===== src/logic/dbp_pkg.sv =====
// How it works
// - A direction bit of one makes its pin an output, and zero an input.
// - A port data write updates the level on every pin set as output.
// - A port data read returns the state of all eight port bits.
// - The second port has eight input-only pins, digital or analog.
// - After reset the input port is digital and reads like the first port.
// - Setting converter power-up selects analog mode, clearing it digital.
// - Byte, halfword and word accesses are indivisible; each gets one ack.
// - After reset every general purpose pin is an input.
// - Output pins drive their data bit, input pins read their level.
package dbp_pkg;
  localparam int DBP_ADDR_W = 4;
  localparam logic [3:0] DBP_OFS_PORT_DATA = 4'h0;
  localparam logic [3:0] DBP_OFS_PORT_DIR = 4'h4;
  localparam logic [3:0] DBP_OFS_IN_DATA = 4'h8;
  localparam logic [3:0] DBP_OFS_OPTION = 4'hC;
  localparam int DBP_OPT_PWR_BIT = 7;
  localparam logic [7:0] DBP_DIR_RST = 8'h00;
  localparam logic [7:0] DBP_DATA_RST = 8'h00;
  localparam logic [7:0] DBP_OPT_RST = 8'h00;
endpackage


===== src/logic/dbp_sync.sv =====
`timescale 1ns/1ps
`default_nettype none
module dbp_sync #(
  parameter int WIDTH = 8
) (
  // Clock and reset
  input wire logic i_clk,
  input wire logic i_rst,
  // Data
  input wire logic [WIDTH-1:0] i_d,
  output logic [WIDTH-1:0] o_q
);
  logic [WIDTH-1:0] stage1;
  always_ff @(posedge i_clk or posedge i_rst) begin
    if (i_rst) begin
      stage1 <= '0;
      o_q <= '0;
    end else begin
      stage1 <= i_d;
      o_q <= stage1;
    end
  end
endmodule
`default_nettype wire


===== src/logic/dbp_top.sv =====
// The Wishbone register port and the address map were left to the implementer.
`timescale 1ns/1ps
`default_nettype none
module dbp_top
  import dbp_pkg::*;
#(
  parameter int WIDTH = 8
) (
  // Clock and reset
  input wire logic I_CLOCK,
  input wire logic I_RST,
  // Wishbone slave
  input wire logic I_WB_CYC,
  input wire logic I_WB_STB,
  input wire logic I_WB_WE,
  input wire logic [DBP_ADDR_W-1:0] I_WB_ADR,
  input wire logic [3:0] I_WB_SEL,
  input wire logic [31:0] I_WB_DAT,
  output logic [31:0] O_WB_DAT,
  output logic O_WB_ACK,
  // Bidirectional port pins
  input wire logic [WIDTH-1:0] I_PORT_IN,
  output logic [WIDTH-1:0] O_PORT_OUT,
  output logic [WIDTH-1:0] O_PORT_OE_N,
  // Input-only port pins
  input wire logic [WIDTH-1:0] I_INPORT_IN,
  output logic O_ANALOG_MODE
);
  // Register state and its next values.
  logic [WIDTH-1:0] port_dir;
  logic [WIDTH-1:0] port_data;
  logic converter_power_up;
  logic [WIDTH-1:0] next_port_dir;
  logic [WIDTH-1:0] next_port_data;
  logic next_converter_power_up;

  // Pin levels after the two-stage synchronisers.
  logic [WIDTH-1:0] port_pins;
  logic [WIDTH-1:0] inport_pins;

  // Values that software sees on a read.
  logic [WIDTH-1:0] port_state;
  logic [WIDTH-1:0] inport_state;
  logic [WIDTH-1:0] rd_byte;
  logic rd_pwr;
  logic [31:0] next_rdata;
  logic next_ack;

  // A request is taken once; the registered ack blocks a second take.
  wire req = I_WB_CYC & I_WB_STB & ~O_WB_ACK;
  wire rd_req = req & ~I_WB_WE;
  wire wr_lane0 = req & I_WB_WE & I_WB_SEL[0];

  // Address decode.
  wire hit_data = (I_WB_ADR == DBP_OFS_PORT_DATA);
  wire hit_dir = (I_WB_ADR == DBP_OFS_PORT_DIR);
  wire hit_in = (I_WB_ADR == DBP_OFS_IN_DATA);
  wire hit_opt = (I_WB_ADR == DBP_OFS_OPTION);

  // Write strobes; the input port has none, so writes to it are dropped.
  wire wr_data = wr_lane0 & hit_data;
  wire wr_dir = wr_lane0 & hit_dir;
  wire wr_opt = wr_lane0 & hit_opt;

  dbp_sync #(.WIDTH(WIDTH)) u_sync_port (
    .i_clk(I_CLOCK),
    .i_rst(I_RST),
    .i_d(I_PORT_IN),
    .o_q(port_pins)
  );
  dbp_sync #(.WIDTH(WIDTH)) u_sync_inport (
    .i_clk(I_CLOCK),
    .i_rst(I_RST),
    .i_d(I_INPORT_IN),
    .o_q(inport_pins)
  );

  // Per-bit next values, pin drive and read-back.
  genvar b;
  generate
    for (b = 0; b < WIDTH; b++) begin : g_bit
      assign next_port_dir[b] = wr_dir ? I_WB_DAT[b] : port_dir[b];

      // The latch takes data whatever the direction, so a later switch
      // to output drives what was written while the bit was an input.
      assign next_port_data[b] = wr_data ? I_WB_DAT[b] :
                                 port_data[b];

      assign O_PORT_OUT[b] = port_data[b];
      assign O_PORT_OE_N[b] = ~port_dir[b];

      // Output bits read back their latch, input bits their pin.
      assign port_state[b] = port_dir[b] ? port_data[b] :
                             port_pins[b];

      // In analog mode the digital input buffer reads as zero.
      assign inport_state[b] = converter_power_up ? 1'b0 :
                               inport_pins[b];
    end
  endgenerate

  assign next_converter_power_up = wr_opt ? I_WB_DAT[DBP_OPT_PWR_BIT] :
                                   converter_power_up;

  // Read data selection; unmapped offsets read as zero.
  assign rd_byte = ({WIDTH{hit_data}} & port_state) |
                   ({WIDTH{hit_dir}} & port_dir) |
                   ({WIDTH{hit_in}} & inport_state);
  assign rd_pwr = hit_opt & converter_power_up;
  assign next_rdata = {{(32 - WIDTH){1'b0}}, rd_byte} |
                      (32'(rd_pwr) << DBP_OPT_PWR_BIT);

  // Every access gets exactly one ack, so each transfer is indivisible.
  assign next_ack = req;

  // Direction bits come up as inputs after reset.
  always_ff @(posedge I_CLOCK or posedge I_RST) begin
    if (I_RST) begin
      port_dir <= DBP_DIR_RST;
    end else begin
      port_dir <= next_port_dir;
    end
  end

  // Output latch.
  always_ff @(posedge I_CLOCK or posedge I_RST) begin
    if (I_RST) begin
      port_data <= DBP_DATA_RST;
    end else begin
      port_data <= next_port_data;
    end
  end

  // The input port comes up digital after reset.
  always_ff @(posedge I_CLOCK or posedge I_RST) begin
    if (I_RST) begin
      converter_power_up <= DBP_OPT_RST[DBP_OPT_PWR_BIT];
    end else begin
      converter_power_up <= next_converter_power_up;
    end
  end

  // The ack falls in the cycle after it rose.
  always_ff @(posedge I_CLOCK or posedge I_RST) begin
    if (I_RST) begin
      O_WB_ACK <= 1'b0;
    end else begin
      O_WB_ACK <= next_ack;
    end
  end

  // Read data stands until the next read replaces it.
  always_ff @(posedge I_CLOCK or posedge I_RST) begin
    if (I_RST) begin
      O_WB_DAT <= 32'h00000000;
    end else if (rd_req) begin
      O_WB_DAT <= next_rdata;
    end
  end

  assign O_ANALOG_MODE = converter_power_up;
endmodule
`default_nettype wire


===== config.mk =====
export PLATFORM = sky130hd
export DESIGN_NAME = dbp_top
export DESIGN_NICKNAME = d
export VERILOG_FILES = /design/src/logic/dbp_pkg.sv /design/src/logic/dbp_sync.sv /design/src/logic/dbp_top.sv
export SDC_FILE = /design/constraint.sdc
export NUM_CORES = 1
export LEC_CHECK = 0
export ABC_AREA = 1
export BUFFER_PORTS_ARGS = -buffer_cell sky130_fd_sc_hd__buf_2
export CORE_MARGIN = 3
export CORE_UTILIZATION = 45
export DETAILED_ROUTE_END_ITERATION = 12
export MAX_ROUTING_LAYER = met4
export PLACE_DENSITY_LB_ADDON = 0.2
export SYNTH_ARGS = -nofsm -noshare
export SYNTH_HDL_FRONTEND = slang
export SYNTH_SLANG_ARGS = --single-unit
export TNS_END_PERCENT = 50

===== constraint.sdc =====
create_clock -name I_CLOCK -period 2.4 [get_ports I_CLOCK]
set_clock_uncertainty 0.05 [all_clocks]
set_input_delay 0.12 -clock I_CLOCK [delete_from_list [all_inputs] [get_ports I_CLOCK]]
set_output_delay 0.12 -clock I_CLOCK [all_outputs]
set_load 0.02 [all_outputs]

# --- Word level (Yosys, flattened, before mapping) ---
# Index checks and enable logic that the tools add are counted.
op_classes:
  muxes: 16
  n_bitwise: 25
  n_eq_ne: 3
  reduce_logical: 1
op_table:
  columns: ["op", "count"]
  rows:
  - ["AND 8 bit", 3]
  - ["OR 8 bit", 3]
  - ["two-way mux 1 bit", 16]
  - ["NOT 1 bit", 10]
  - ["AND 1 bit", 9]
  - ["== test 4 bit (second input constant)", 2]
  - ["== test 4 x 3 -> 1 bit (second input constant)", 1]
  - ["zero test 4 bit", 1]
word_totals:
  input_bits: 61
  regBits: 82
  output_inout_bits: 50
  elab_cells: 54

# --- Depth between registers and ports, before layout ---
logic_depth:
  depth_word: 5
  depth_mapped: 7
  depth_no_buf: 7

# --- Hierarchy ---
# Synthesis repeated with hierarchy kept, for this count alone.
unflattened:
  hier_cells: 244
  hier_area_um2: 2477.4
modules_own_cells:
  columns: ["module", "cells_per_inst", "area_per_inst_um2", "seq_area_each_um2", "n_inst"]
  rows:
  - ["dbp_top", 210, 1669.1, 650.6, 1]
  - ["dbp_sync", 17, 404.1, 400.4, 2]

# --- Worst setup path before layout ---
# No wires, ideal clock.
synth_path:
  path_type: "reg2reg"
  start: "register O_WB_ACK"
  end: "register port_dir[7]"
  required_ns: 2.231
  path_buffers: 1
  synth_period_minus_slack_ns: 1.353
  path_stages_with_launch: 8
  path_slack_ns: 1.047
  arrival_ns: 1.184
  setup_time_ns: 0.119
  path_cell_list: "dfrtp_1 inv_1 nand3_2 nor2_4 nand3_4 buf_6 nand2_1 o21ai_2"
synth_between:
  elab_chain_cells: 5
synth_rtl:
  columns: ["element", "line", "source"]
  rows:
  - ["start: declaration", "dbp_top.sv:20", "output logic O_WB_ACK,"]
  - ["start signal: assignment", "dbp_top.sv:148", "O_WB_ACK <= next_ack;"]
  - ["NOT 1 bit", "dbp_top.sv:50", "wire req = I_WB_CYC & I_WB_STB & ~O_WB_ACK;"]
  - ["AND 1 bit", "dbp_top.sv:50", null]
  - ["AND 1 bit (2 in series)", "dbp_top.sv:52", "wire wr_lane0 = req & I_WB_WE & I_WB_SEL[0];"]
  - ["AND 1 bit", "dbp_top.sv:62", "wire wr_dir = wr_lane0 & hit_dir;"]
  - ["end signal: assignment", "dbp_top.sv:121", "port_dir <= next_port_dir;"]
  - ["end: declaration", "dbp_top.sv:30", "logic [WIDTH-1:0] port_dir;"]
# Every way passes these cells.
# A chain may end at the register's enable or synchronous reset.

# --- Worst setup path in the final report ---
layout_path:
  start: "register O_WB_ACK"
  end: "register O_WB_DAT[1]"
layout_between:
  elab_chain_cells: 3
layout_rtl:
  columns: ["element", "line", "source"]
  rows:
  - ["NOT 1 bit", "dbp_top.sv:50", null]
  - ["AND 1 bit", "dbp_top.sv:50", null]
  - ["AND 1 bit", "dbp_top.sv:51", "wire rd_req = req & ~I_WB_WE;"]
  - ["end signal: assignment", "dbp_top.sv:157", "O_WB_DAT <= next_rdata;"]
  - ["end: declaration", "dbp_top.sv:19", "output logic [31:0] O_WB_DAT,"]
# Every way passes these cells.

==> results.tsv <==
stage	metric	value	unit
run_status	outcome	completed	
drt	Initial DRC Count	58	
synthesis	count of cell types in the netlist	20	
place	placed insts	372	
synthesis	Synth Cell Area	2459	um2
place	Port Buffers	59	
floorplanning	row count	26	
drt	drt wl/cell	11.44	um
synthesis	Synth area leaders	dfrtp_1, nand2_1, buf_4	
finish	post-layout instance area	3073	um2
synthesis	post-synthesis sequential area ratio	0.5903	
drt	drt first pass iters	4	
cts	CTS resizes	0	
critical_path	worst path arrival time	1550	ps
synthesis	synthesized area per cell	9.994	um2
min_path	worst min-delay path class	primary input to flop	
pwr	leak pwr	0.001605	uW
drt	DRT antenna net count	0	
floorplanning	Die Wd	79.92	um
cts	CTS tree	done	
drt	vias per cell	4.283	
synthesis	Post-synth EDFFs	0	
floorplanning	DIE AREA	6386	um2
critical_path	Critical path origin	O_WB_ACK$_DFF_PP0_	
critical_path	critical path's largest stage delay	370	ps
place	DP HPWL	3.296	mm
floorplanning	Core ar.	5205	um2
critical_path	CP delay by family, top	simple AND/OR/NAND/NOR gates	
floorplanning	die height	79.92	um
critical_path	element type at the critical path end	flop	
critical_path	CP Class	flop to flop	
sta	Slew HR	0.6122	
synthesis	post-synth top area share	0.5903	
sta	setup TNS	0	ps
sta	setup violators final	0	
critical_path	Setup crit start kind	flop	
drt	routed vias	1726	
synthesis	YS warnings	0	
synthesis	largest area contributor in the netlist	dfrtp_1	
flow_run	max cap viols	0	
critical_path	Max FO, Critical Path	16	
pwr	PD cells	719.4	nW/um2
cts	clk sinks	58	
critical_path	reg2reg start	O_WB_ACK$_DFF_PP0_	
sta	Hold Fails Final Rpt	0	
sta	fin. max-slew vios	0	
global_route	initial antenna violation count	0	
critical_path	slowest CP cell	dfrtp_1	
global_route	GRT Util Overall	0.1647	
global_route	Overflow after GRT	0	
synthesis	ys flop type	dfrtp_1	
cts	clock buffer depth	2	
sta	unrepaired setup endpoints after global routing	false	
sta	Max Fclk	0.7232	GHz
finish	final non-filler cell total	403	
sta	Final Cycle Share	0.5761	
critical_path	number of buffers and inverters on the critical path	1	
cts	CTS clock-pin slew for the worst setup and hold paths	60	ps
place	placed cell area	2725	um2
cts	CTS HTree Levels	3	
synthesis	Mapped Cells	246	
sta	worst slew pin tran	580.8	ps
drt	final WL	4.609	mm
cts	clock root cell	clkbuf_8	
finish	diode count	0	
floorplanning	IO Pins	111	
drt	DRC viols	0	
global_route	first-pass GRT wire length	7.417	mm
finish	Final nets	391	
global_route	vias in the first global route	1645	
sta	Tmin final	1383	ps
synthesis	synthesis-stage register bit count	58	
critical_path	worst endpoint required time	2560	ps
synthesis	Synth async-reset ratio	1.000	
floorplanning	initial core utilization	0.4724	
cts	latest clock arrival within the worst-skew pair	330	ps
critical_path	CP cell instances	inv_1, nand3_2, nor2_4, o21ai_1, nor2_1, nor2_1	
cts	Hold Buf Count CTS	17	
cts	postcts setup bufs	0	
place	Placer Congestion	0.7461	
finish	Synth-to-Final Area Change	24.99	%
min_path	HP Start	I_WB_DAT[2]	
global_route	largest net degree at the start of global routing	29	
pwr	Max VDD drop	0.4625	mV
critical_path	Top cell by count, worst path	nor2_1	
cts	TritonCTS buffer count	9	
finish	layout cells sized above 1	0.3153	
==> cell families after synthesis <==
kind of cell	Yosys count	share of synthesized area
other	1	0.001525
flip-flops	58	0.5903
AND/OR/NAND/NOR	106	0.2005
buffers and inverters	56	0.1323
AO/OA/AOI/OAI	25	0.07531
==> path summary, 6_finish.rpt <==
| path | to | slack, ps | depth (start not counted) |
|---|---|---|---|
| max in group asynchronous | u_sync_port.stage1[1]$_DFF_PP0_ | 1320 | 4 |
| setup reg to reg | O_WB_DAT[1]$_DFFE_PP0P_ | 1020 | 6 |
| setup / recovery | O_WB_DAT[1]$_DFFE_PP0P_ | 1020 | 6 |
| hold / removal | O_PORT_OUT[2]$_DFFE_PP0P_ | 20 | 3 |
| hold reg to reg | u_sync_port.o_q[1]$_DFF_PP0_ | 290 | 0 |
| min in group asynchronous | u_sync_inport.o_q[2]$_DFF_PP0_ | 340 | 3 |
==> cell usage after synthesis (2+ instances only) <==
cell and count:
buf_4 26, buf_6 2, dfrtp_1 58, inv_1 26, nand2_1 56, nand2_2 3
nand3_1 4, nand4_1 7, nor2_1 28, nor2_4 5, o21ai_1 7, o21ai_2 16
==> report_power, final <==
part,switching [uW],internal [uW],total (uW),leakage (uW)
Combinational,217,114,331,0.000802
Sequential,38.7,1050,1090,0.000713
Clock,343,445,788,0.0000903
==> per-stage QoR <==
stage,utilization,total power (uW),hold WS (ps),setup slack (ps)
floorplan,-,1341,101.4,802.0
global placement,0.5236,1417,165.1,1036
detailed placement,0.5236,1424,176.5,994.6
CTS,0.5904,2242,0.4219,973.7
global route,0.5904,2337,1.140,854.7
finish,0.5904,2211,19.28,1017
==> worst reg2reg max path: stages (launching register included) <==
cell	delay, ps
dfrtp_1	370
inv_1	70
nand3_2	120
nor2_4	340
o21ai_1	140
nor2_1	130
nor2_1	50
==> routing by layer <==
layer | global-route usage | part of all wire | up-vias
li1 | - | - | 877
met1 | 0.1843 | 0.42 | 779
met2 | 0.2599 | 0.48 | 62
met3 | 0.06772 | 0.080 | 8
met4 | 0.07095 | 0.015 | 0
met5 | - | 0 | -
==> cells in the final DEF (no fill, tap or decap) <==
cell type / n
clkinv_2: 1
buf_4: 2
dlygate4sd3_1: 17
nand3_2: 1
o21ai_1: 7
o21ai_0: 1
inv_4: 1
inv_1: 25
nor2_1: 28
nand2_4: 1
nand3_1: 4
nand2_1: 56
nor2_4: 5
dfrtp_1: 58
conb_1: 24
nand3_4: 1
nand2_2: 3
inv_2: 2
buf_2: 59
nand4_1: 7
o21ai_2: 16
clkinvlp_4: 1
a21oi_1: 1
clkbuf_8: 12
==> final cells by class <==
class,count,area [um2]
Fill cell,466,2132
Sequential cell,58,1451
Multi-Input combinational cell,155,768.2
Timing Repair Buffer,78,480.5
Clock buffer,12,165.2
Inverter,28,107.6
Tap cell,70,87.58
Clock inverter,2,12.51
==> registers in the layout (all words and copies together) (netlist names) <==
name                  cells
u_sync_port.stage1        8
O_WB_ACK                  1
u_sync_inport.o_q         8
O_WB_DAT                  8
u_sync_inport.stage1      8
u_sync_port.o_q           8
port_dir                  8
O_ANALOG_MODE             1
O_PORT_OUT                8
(Power assumes the default switching activity.)
